===== config.mk =====
export PLATFORM = sky130hd
export DESIGN_NAME = dsl_device_flat
export DESIGN_NICKNAME = d
export VERILOG_FILES = /design/src/dsl_pkg.sv /design/src/dsl_link_if.sv /design/src/dsl_device.sv /design/src/dsl_sync.sv /design/src/flat_wrapper.sv
export VERILOG_INCLUDE_DIRS = /design/src
export SDC_FILE = /design/constraint.sdc
export NUM_CORES = 1
export LEC_CHECK = 0
export BUFFER_PORTS_ARGS = -buffer_cell sky130_fd_sc_hd__buf_2
export CORE_MARGIN = 2
export CORE_UTILIZATION = 37
export DETAILED_ROUTE_END_ITERATION = 16
export GPL_TIMING_DRIVEN = 0
export PLACE_DENSITY_LB_ADDON = 0.05
export SLEW_MARGIN = 25
export SYNTH_ARGS = -nofsm -noshare
export SYNTH_HDL_FRONTEND = slang
export SYNTH_SLANG_ARGS = --single-unit

===== constraint.sdc =====
create_clock -name pclk -period 1.9 [get_ports pclk]
set_clock_uncertainty 0.05 [all_clocks]
set_input_delay 0.285 -clock pclk [delete_from_list [all_inputs] [get_ports pclk]]
set_output_delay 0.285 -clock pclk [all_outputs]
set_load 0.1 [all_outputs]

===== src/dsl_cfg.svh =====
// dsl_cfg.svh: constants of the serial load link, both ends
// assumes: included by bare name wherever a constant is needed
`ifndef DSL_CFG_SVH
`define DSL_CFG_SVH
// ****************************************
// word layout
// ****************************************
`define WORD_W 24
`define WORD_MSB 23
`define ADDR_HI 23
`define ADDR_LO 16
`define DATA_W 16
`define DATA_HI 15
`define SEL_HI 1
// ****************************************
// address byte codes
// ****************************************
`define CMD_NOP 8'h00
`define CMD_DATA 8'h01
`define CMD_READ 8'h02
`define CMD_CTRL 8'h55
`define CMD_RST 8'h56
// ****************************************
// readback select codes
// ****************************************
`define RD_STATUS 2'h0
`define RD_DATA 2'h1
`define RD_CTRL 2'h2
// ****************************************
// control and reset fields, device status
// ****************************************
`define CTRL_CHAIN 3
`define CTRL_OUTEN 12
`define CTRL_RNG_HI 2
`define CTRL_RNG_LO 0
`define RST_BIT 0
`define DEV_STAT_VOLT 0
`define DEV_STAT_CUR 1
`define RST_VAL_DATA 16'h0000
`define RST_VAL_WORD 24'h000000
// ****************************************
// segment decoder
// ****************************************
`define SEG_N 15
`define MSB_GRP_W 4
`define LADDER_W 12
`define LADDER_HI 11
// ****************************************
// host registers on apb
// ****************************************
`define HOST_TX 12'h000
`define HOST_CMD 12'h004
`define HOST_STAT 12'h008
`define HOST_RX 12'h00C
`define CMD_GO 0
`define CMD_HOLD 1
`define STAT_BUSY 0
`define STAT_DONE 1
`define RST_VAL_APB 32'h00000000
// ****************************************
// timing
// ****************************************
`define PCLK_MHZ 125
`define SCLK_MAX_MHZ 30
`define SCLK_HALF_MIN ((`PCLK_MHZ + 2 * `SCLK_MAX_MHZ - 1) / (2 * `SCLK_MAX_MHZ))
`define SCLK_HALF_DEF 4
`define HALF_CNT_W 8
`define BIT_CNT_W 5
`endif


===== src/dsl_pkg.sv =====
// dsl_pkg.sv: types shared by both ends of the serial load link
// assumes: dsl_cfg.svh is on the include path
package dsl_pkg;
`include "dsl_cfg.svh"
  typedef logic [`WORD_MSB:0] dsl_word_t;
  typedef logic [`DATA_HI:0] dsl_half_t;
  typedef logic [`SEL_HI:0] dsl_sel_t;
  typedef enum logic [2:0] {
    DSL_IDLE = 3'b000,
    DSL_LOW = 3'b001,
    DSL_HIGH = 3'b010,
    DSL_LSET = 3'b011,
    DSL_LHI = 3'b100
  } dsl_host_state_t;
endpackage


===== src/dsl_link_if.sv =====
// dsl_link_if.sv: the link wires between host and device
// assumes: a pull-up on the serial output line when nobody drives it
`timescale 1ns/10ps
interface dsl_link_if;
  logic sclk;
  logic serial_data_in;
  logic latch;
  logic serial_data_out;
  logic sdo_oe;
  logic sdo_line;
  // resolved level of the serial output wire
  assign sdo_line = sdo_oe ? serial_data_out : 1'b1;
  modport host (
    output sclk,
    output serial_data_in,
    output latch,
    input sdo_line
  );
  modport dev (
    input sclk,
    input serial_data_in,
    input latch,
    output serial_data_out,
    output sdo_oe
  );
endinterface


===== src/dsl_device.sv =====
// dsl_device.sv: converter end of the serial load link
// assumes: pclk far faster than sclk, link pins asynchronous to pclk
//
// The register addresses and the APB interface to the registers were left to the implementer.
`timescale 1ns/10ps
`include "dsl_cfg.svh"
module dsl_device (
  // link
  dsl_link_if.dev link,
  // clock and reset
  input wire logic pclk,
  input wire logic presetn,
  // converter controls
  output dsl_pkg::dsl_half_t dac_code,
  output logic [`SEG_N-1:0] seg_on,
  output logic [`LADDER_HI:0] ladder_bits,
  output logic volt_out_en,
  output logic cur_out_en,
  output logic chain_mode
);
  import dsl_pkg::*;

  // ****************************************
  // pin sampling and edge finding
  // ****************************************
  logic sclk_s;
  logic serial_data_in_s;
  logic latch_s;
  logic sclk_d_reg;
  logic latch_d_reg;
  logic sclk_rise;
  logic sclk_fall;
  logic latch_rise;

  dsl_sync #(
    .W(3)
  ) u_sync (
    .clk(pclk),
    .rst_n(presetn),
    .d({link.sclk, link.serial_data_in, link.latch}),
    .q({sclk_s, serial_data_in_s, latch_s})
  );

  always_ff @(posedge pclk or negedge presetn) begin
    if (!presetn) begin
      sclk_d_reg <= 1'b0;
      latch_d_reg <= 1'b0;
    end else begin
      sclk_d_reg <= sclk_s;
      latch_d_reg <= latch_s;
    end
  end

  assign sclk_rise = sclk_s & ~sclk_d_reg;
  assign sclk_fall = ~sclk_s & sclk_d_reg;
  assign latch_rise = latch_s & ~latch_d_reg;

  // ****************************************
  // captured word decode
  // ****************************************
  dsl_word_t shift_reg;
  dsl_word_t shift_next;
  dsl_half_t data_reg;
  dsl_half_t ctrl_reg;
  dsl_half_t status_val;
  dsl_half_t rb_val;
  dsl_word_t rb_word;
  logic [`ADDR_HI-`ADDR_LO:0] cmd;
  dsl_half_t word_data;
  dsl_sel_t rd_sel;
  logic do_data;
  logic do_read;
  logic do_ctrl;
  logic do_rst;

  assign cmd = shift_reg[`ADDR_HI:`ADDR_LO];
  assign word_data = shift_reg[`DATA_HI:0];
  assign rd_sel = shift_reg[`SEL_HI:0];

  always_comb begin
    do_data = 1'b0;
    do_read = 1'b0;
    do_ctrl = 1'b0;
    do_rst = 1'b0;
    if (latch_rise) begin
      if (cmd == `CMD_DATA) begin
        do_data = 1'b1;
      end else if (cmd == `CMD_READ) begin
        do_read = 1'b1;
      end else if (cmd == `CMD_CTRL) begin
        do_ctrl = 1'b1;
      end else if (cmd == `CMD_RST) begin
        do_rst = 1'b1;
      end else begin
        // nop and unknown codes leave data_reg and ctrl_reg alone; any latch but a read still clears rb_active_reg
        do_data = 1'b0;
      end
    end
  end

  // ****************************************
  // readback source
  // ****************************************
  always_comb begin
    status_val = `RST_VAL_DATA;
    status_val[`DEV_STAT_VOLT] = volt_out_en;
    status_val[`DEV_STAT_CUR] = cur_out_en;
  end

  always_comb begin
    case (rd_sel)
      `RD_STATUS: rb_val = status_val;
      `RD_DATA: rb_val = data_reg;
      `RD_CTRL: rb_val = ctrl_reg;
      default: rb_val = `RST_VAL_DATA;
    endcase
    rb_word = {`CMD_NOP, rb_val};
  end

  // ****************************************
  // input shift register
  // ****************************************
  always_comb begin
    shift_next = shift_reg;
    if (do_read) begin
      shift_next = rb_word;
    end else if (sclk_rise) begin
      shift_next = {shift_reg[`WORD_MSB-1:0], serial_data_in_s};
    end
  end

  always_ff @(posedge pclk or negedge presetn) begin
    if (!presetn) begin
      shift_reg <= `RST_VAL_WORD;
    end else begin
      shift_reg <= shift_next;
    end
  end

  // ****************************************
  // data and control registers
  // ****************************************
  always_ff @(posedge pclk or negedge presetn) begin
    if (!presetn) begin
      data_reg <= `RST_VAL_DATA;
    end else if (do_rst && word_data[`RST_BIT]) begin
      data_reg <= `RST_VAL_DATA;
    end else if (do_data) begin
      data_reg <= word_data;
    end
  end

  always_ff @(posedge pclk or negedge presetn) begin
    if (!presetn) begin
      ctrl_reg <= `RST_VAL_DATA;
    end else if (do_rst && word_data[`RST_BIT]) begin
      ctrl_reg <= `RST_VAL_DATA;
    end else if (do_ctrl) begin
      ctrl_reg <= word_data;
    end
  end

  // ****************************************
  // serial output and its enable
  // ****************************************
  logic sdo_reg;
  logic rb_active_reg;

  always_ff @(posedge pclk or negedge presetn) begin
    if (!presetn) begin
      rb_active_reg <= 1'b0;
    end else if (latch_rise) begin
      rb_active_reg <= do_read;
    end
  end

  always_ff @(posedge pclk or negedge presetn) begin
    if (!presetn) begin
      sdo_reg <= 1'b0;
    end else if (do_read) begin
      sdo_reg <= rb_word[`WORD_MSB];
    end else if (sclk_fall) begin
      sdo_reg <= shift_reg[`WORD_MSB];
    end
  end

  assign link.serial_data_out = sdo_reg;
  assign link.sdo_oe = rb_active_reg | ctrl_reg[`CTRL_CHAIN];

  // ****************************************
  // converter controls
  // ****************************************
  logic [`MSB_GRP_W-1:0] msb_grp;
  logic [`CTRL_RNG_HI:0] range;
  assign msb_grp = data_reg[`DATA_HI:`DATA_W-`MSB_GRP_W];
  assign range = ctrl_reg[`CTRL_RNG_HI:`CTRL_RNG_LO];

  genvar gi;
  generate
    for (gi = 0; gi < `SEG_N; gi = gi + 1) begin : g_seg
      always_ff @(posedge pclk or negedge presetn) begin
        if (!presetn) begin
          seg_on[gi] <= 1'b0;
        end else begin
          seg_on[gi] <= (msb_grp > `MSB_GRP_W'(gi));
        end
      end
    end
  endgenerate

  always_ff @(posedge pclk or negedge presetn) begin
    if (!presetn) begin
      volt_out_en <= 1'b0;
      cur_out_en <= 1'b0;
    end else begin
      volt_out_en <= ctrl_reg[`CTRL_OUTEN] & ~range[`CTRL_RNG_HI];
      cur_out_en <= ctrl_reg[`CTRL_OUTEN] & range[`CTRL_RNG_HI] &
        (range[`CTRL_RNG_HI-1:0] != '0);
    end
  end

  assign dac_code = data_reg;
  assign ladder_bits = data_reg[`LADDER_HI:0];
  assign chain_mode = ctrl_reg[`CTRL_CHAIN];

endmodule // dsl_device


===== src/dsl_sync.sv =====
// dsl_sync.sv: two flip-flop synchroniser, one lane per bit
// assumes: inputs are asynchronous levels
`timescale 1ns/10ps
module dsl_sync #(
  parameter int W = 1
) (
  // clock and reset
  input wire logic clk,
  input wire logic rst_n,
  // lanes
  input wire logic [W-1:0] d,
  output logic [W-1:0] q
);
  logic [W-1:0] meta_reg;
  always_ff @(posedge clk or negedge rst_n) begin
    if (!rst_n) begin
      meta_reg <= '0;
      q <= '0;
    end else begin
      meta_reg <= d;
      q <= meta_reg;
    end
  end
endmodule // dsl_sync


===== src/flat_wrapper.sv =====
// flat-port wrapper written by rule: the top's interface ports become plain ports
module dsl_device_flat import dsl_pkg::*;
  (pclk, presetn, dac_code, seg_on, ladder_bits, volt_out_en, cur_out_en, chain_mode, link_sclk, link_serial_data_in, link_latch, link_serial_data_out, link_sdo_oe);
  dsl_link_if link_i ();
  input wire logic pclk;
  input wire logic presetn;
  output dsl_pkg::dsl_half_t dac_code;
  output logic [`SEG_N-1:0] seg_on;
  output logic [`LADDER_HI:0] ladder_bits;
  output logic volt_out_en;
  output logic cur_out_en;
  output logic chain_mode;
  input wire logic [$bits(link_i.sclk)-1:0] link_sclk;
  input wire logic [$bits(link_i.serial_data_in)-1:0] link_serial_data_in;
  input wire logic [$bits(link_i.latch)-1:0] link_latch;
  output wire logic [$bits(link_i.serial_data_out)-1:0] link_serial_data_out;
  output wire logic [$bits(link_i.sdo_oe)-1:0] link_sdo_oe;
  assign link_i.sclk = link_sclk;
  assign link_i.serial_data_in = link_serial_data_in;
  assign link_i.latch = link_latch;
  assign link_serial_data_out = link_i.serial_data_out;
  assign link_sdo_oe = link_i.sdo_oe;
  dsl_device u_core (.link(link_i), .pclk(pclk), .presetn(presetn), .dac_code(dac_code), .seg_on(seg_on), .ladder_bits(ladder_bits), .volt_out_en(volt_out_en), .cur_out_en(cur_out_en), .chain_mode(chain_mode));
endmodule

==> summary.txt <==
Outcome
  – Status: finished, violations left
  – Failing checks: negative setup slack

Clock network
  – Worst skew pair latency: roughly 0.35 ns
  – CTS Buf Count: 9
  – Clk sinks: 83
  – CTS clk-pin slew, worst paths: approximately 0.09 ns
  – H-tree lvl count: 3
  – Maximum clock path buffer count: 2
  – TritonCTS clock tree: built
  – CTS Root Cell: clkbuf_8

Power
  – Leakage power total: around 2.2 nW
  – Power density over the cells: roughly 800 nW/um2
  – Maximum VDD drop: approximately 0.3 mV
  – Post-layout total power: 3.54 mW

Final layout
  – Area of the multi-input gates: between 1000 and 1500 um2
  – Cell area after layout: between 4000 and 5000 um2
  – Non-filler cells in the finished layout: roughly 510
  – Fin nets: around 400
  – P&R area growth vs syn: 28.0%
  – Max reg flops: 24
  – # diodes: 0
  – FF/Latch Area: 2080 um2
  – Final core occ: between 40 and 50%
  – Layout cells sized above 1: a little over a third
  – Filler instances: approximately 900

Synthesis
  – Syn Inst Count: 314
  – Top-count cell post-synth: dfrtp_1
  – Area contributors post-synth: dfrtp_1 60%, a21oi_1 5.0%, nand2_1 4.1%
  – FF+latch count, synth: 83
  – Synth area leader: dfrtp_1
  – Fraction of registers with async set/reset: 100%
  – Syn avg cell area: roughly 11 um2
  – Synth Flop Type: dfrtp_1
  – Synth top area share: roughly three fifths
  – Synth top cells by count: 83 x dfrtp_1, 38 x nand2_1, 35 x a21oi_1
  – Sequential area share after synthesis: approximately 60%
  – Number of flops mapped to enable cells by yosys: 0
  – Yosys cell types: 39
  – Ys Warns: 0
  – Mapped Nets: between 300 and 400
  – Post-Syn Area: 3480 um2

Global routing
  – Largest net degree at the start of global routing: 47
  – First-pass GRT wire length: around 14000 um
  – Overflow after GRT: 0
  – Vias in the first global route: 2704
  – Global-route usage over all layers: between 10% and 20%
  – Initial antenna violation count: 0

Worst setup path
  – WS Path Type: flip-flop to flip-flop
  – Slowest-stage cell, CP: or4b_4
  – Crit path DAT: around 2.3 ns
  – Critical Path Start Type: flip-flop
  – CP max FO: 6
  – Worst Path Required: around 2.1 ns
  – Reg-to-reg slack, setup: -0.18 ns
  – Cell Chain, Critical Path: or4b_4 > or3_4 > buf_6 > nor2_4 > clkbuf_16 > a21oi_2
  – CP Capture Type: flip-flop
  – Family with the most delay on the worst path: simple AND/OR/NAND/NOR gates
  – CP bufs+invs: 2
  – Max stage delay on crit path: between 0.5 and 0.6 ns

Placed design
  – Placed cell area: 3930 um2
  – Number of port buffers: 52
  – DP HPWL: about 5400 um
  – # placed instances: around 480
  – RePlAce Congestion: ~0.76

Floorplan
  – IO Pins: 53
  – FP Rows: 35
  – Overall die width: 101 um
  – Initial core utilization: between 30% and 40%
  – Full die area: between 10000 and 15000 um2
  – Die Y-Extent: between 100 and 150 um
  – CORE AREA: ~9200 um2

Drt
  – DRT Wirelength: 8610 um
  – Drt via density: slightly above 5
  – Drt drc: 0
  – DRT iter0 DRCs: between 90 and 100
  – Antenna-violating nets left: 0
  – Vias: about 2700
  – Routed WL per cell: about 17 um
  – Router iterations before antenna repair: 4

Timing
  – Max-slew violations: 0
  – TNS Setup: -4.58 ns
  – Final setup viols: 32
  – Slack of the critical path: -0.184 ns
  – RSZ-0062 raised after global routing: yes
  – Worst slew margin: between 60% and 70%
  – Clock period minus worst slack: 2.08 ns
  – Period Utilization, post-route: 110%
  – Final Hold Vio Count: 0
  – Worst slew pin tran: between 0.4 and 0.5 ns
  – Fmax: 0.480 GHz

Min path
  – Type of the worst min-delay path: flip-flop to flip-flop

Run
  – Max-cap violations: 0
## cell type report
class                   instances  share of cell area (%)
clock buffers                  11                    2.95
multi-input cells             191                    28.8
inverters                       4                   0.337
plain buffers                  35                    5.79
well taps                     111                    3.12
clock inverters                 5                   0.675
repair buffers                 73                    11.7
flip-flops and latches         83                    46.7
## logic make-up (layout without fill, tap and decap cells)
kind of cell | count (synthesis) | after routing | share of synthesized area, %
multiplexers | 10 | 10 | 3.06
flip-flops | 83 | 83 | 59.8
AND/OR/NAND/NOR | 93 | 93 | 14.1
buffers and inverters | 40 | 128 | 5.98
AO/OA/AOI/OAI | 88 | 88 | 17.1
## where the power goes
group	switching, mW	total [mW]	internal [mW]	leakage [nW]
Sequential	0.0972	1.96	1.86	1.13
Clock	0.637	1.11	0.470	0.0791
Combinational	0.314	0.477	0.163	1.02
## layer usage
metal	track usage (%)	share of wire, %	up-vias
met5	0	0	-
met4	7.28	1.2	0
met3	3.68	2.7	13
met2	26.5	46	41
met1	26.2	50	1338
li1	-	-	1263
## repair_timing
action / 4_1_cts / 5_1_grt
hold buffers: 4 / 0
setup buffers: 10 / 4
gates cloned: 1 / 1
pin swaps: 20 / 3
gates resized for setup: 27 / 27
endpoints found under the setup margin: 53 / 53
endpoints found under the hold margin: 40 / 0
## path summary, 6_finish.rpt
check / from / to / depth (start not counted)
min in group asynchronous: presetn / u_core.ctrl_reg[4] / 2
max in group asynchronous: presetn / u_core.ctrl_reg[14] / 3
min: u_core.u_sync.meta_reg[1] / u_core.u_sync.q[1] / 0
max reg2reg: u_core.latch_d_reg / u_core.dac_code[13] / 6
max: u_core.latch_d_reg / u_core.dac_code[13] / 6
min reg2reg: u_core.u_sync.meta_reg[1] / u_core.u_sync.q[1] / 0
## stage by stage
| step | worst slack, ns | hold slack, ns |
|---|---|---|
| floorplan | -0.124 | -0.0606 |
| global placement | -0.413 | 0.284 |
| detailed placement | -0.417 | 0.171 |
| CTS | -0.185 | 0.304 |
| global route | -0.246 | 0.310 |
| finish | -0.184 | 0.301 |
## cell usage in the layout, fill, tap and decap left out, types with 2 or more instances in the layout
master / synthesis / routed
dfrtp_1: 83 / 83
buf_2: 4 / 52
nand2_1: 38 / 38
buf_4: 12 / 22
a21oi_1: 35 / 20
nor2b_1: 21 / 20
a22o_1: 15 / 15
a21oi_2: 0 / 15
a211oi_1: 15 / 15
a22oi_1: 14 / 14
nor2_1: 12 / 12
clkbuf_1: 17 / 10
buf_6: 1 / 10
clkbuf_8: 0 / 10
mux2i_1: 5 / 5
clkbuf_2: 0 / 5
mux2_2: 5 / 5
inv_1: 4 / 4
nand2b_1: 4 / 4
dlygate4sd3_1: 0 / 4
clkinv_2: 0 / 3
a21o_1: 3 / 2
nand3_1: 2 / 2
or3_4: 1 / 2
buf_8: 0 / 2
nor2_4: 0 / 2
clkinvlp_4: 0 / 2
buf_16: 0 / 2
Note: power is estimated with default switching activity, not from simulation.
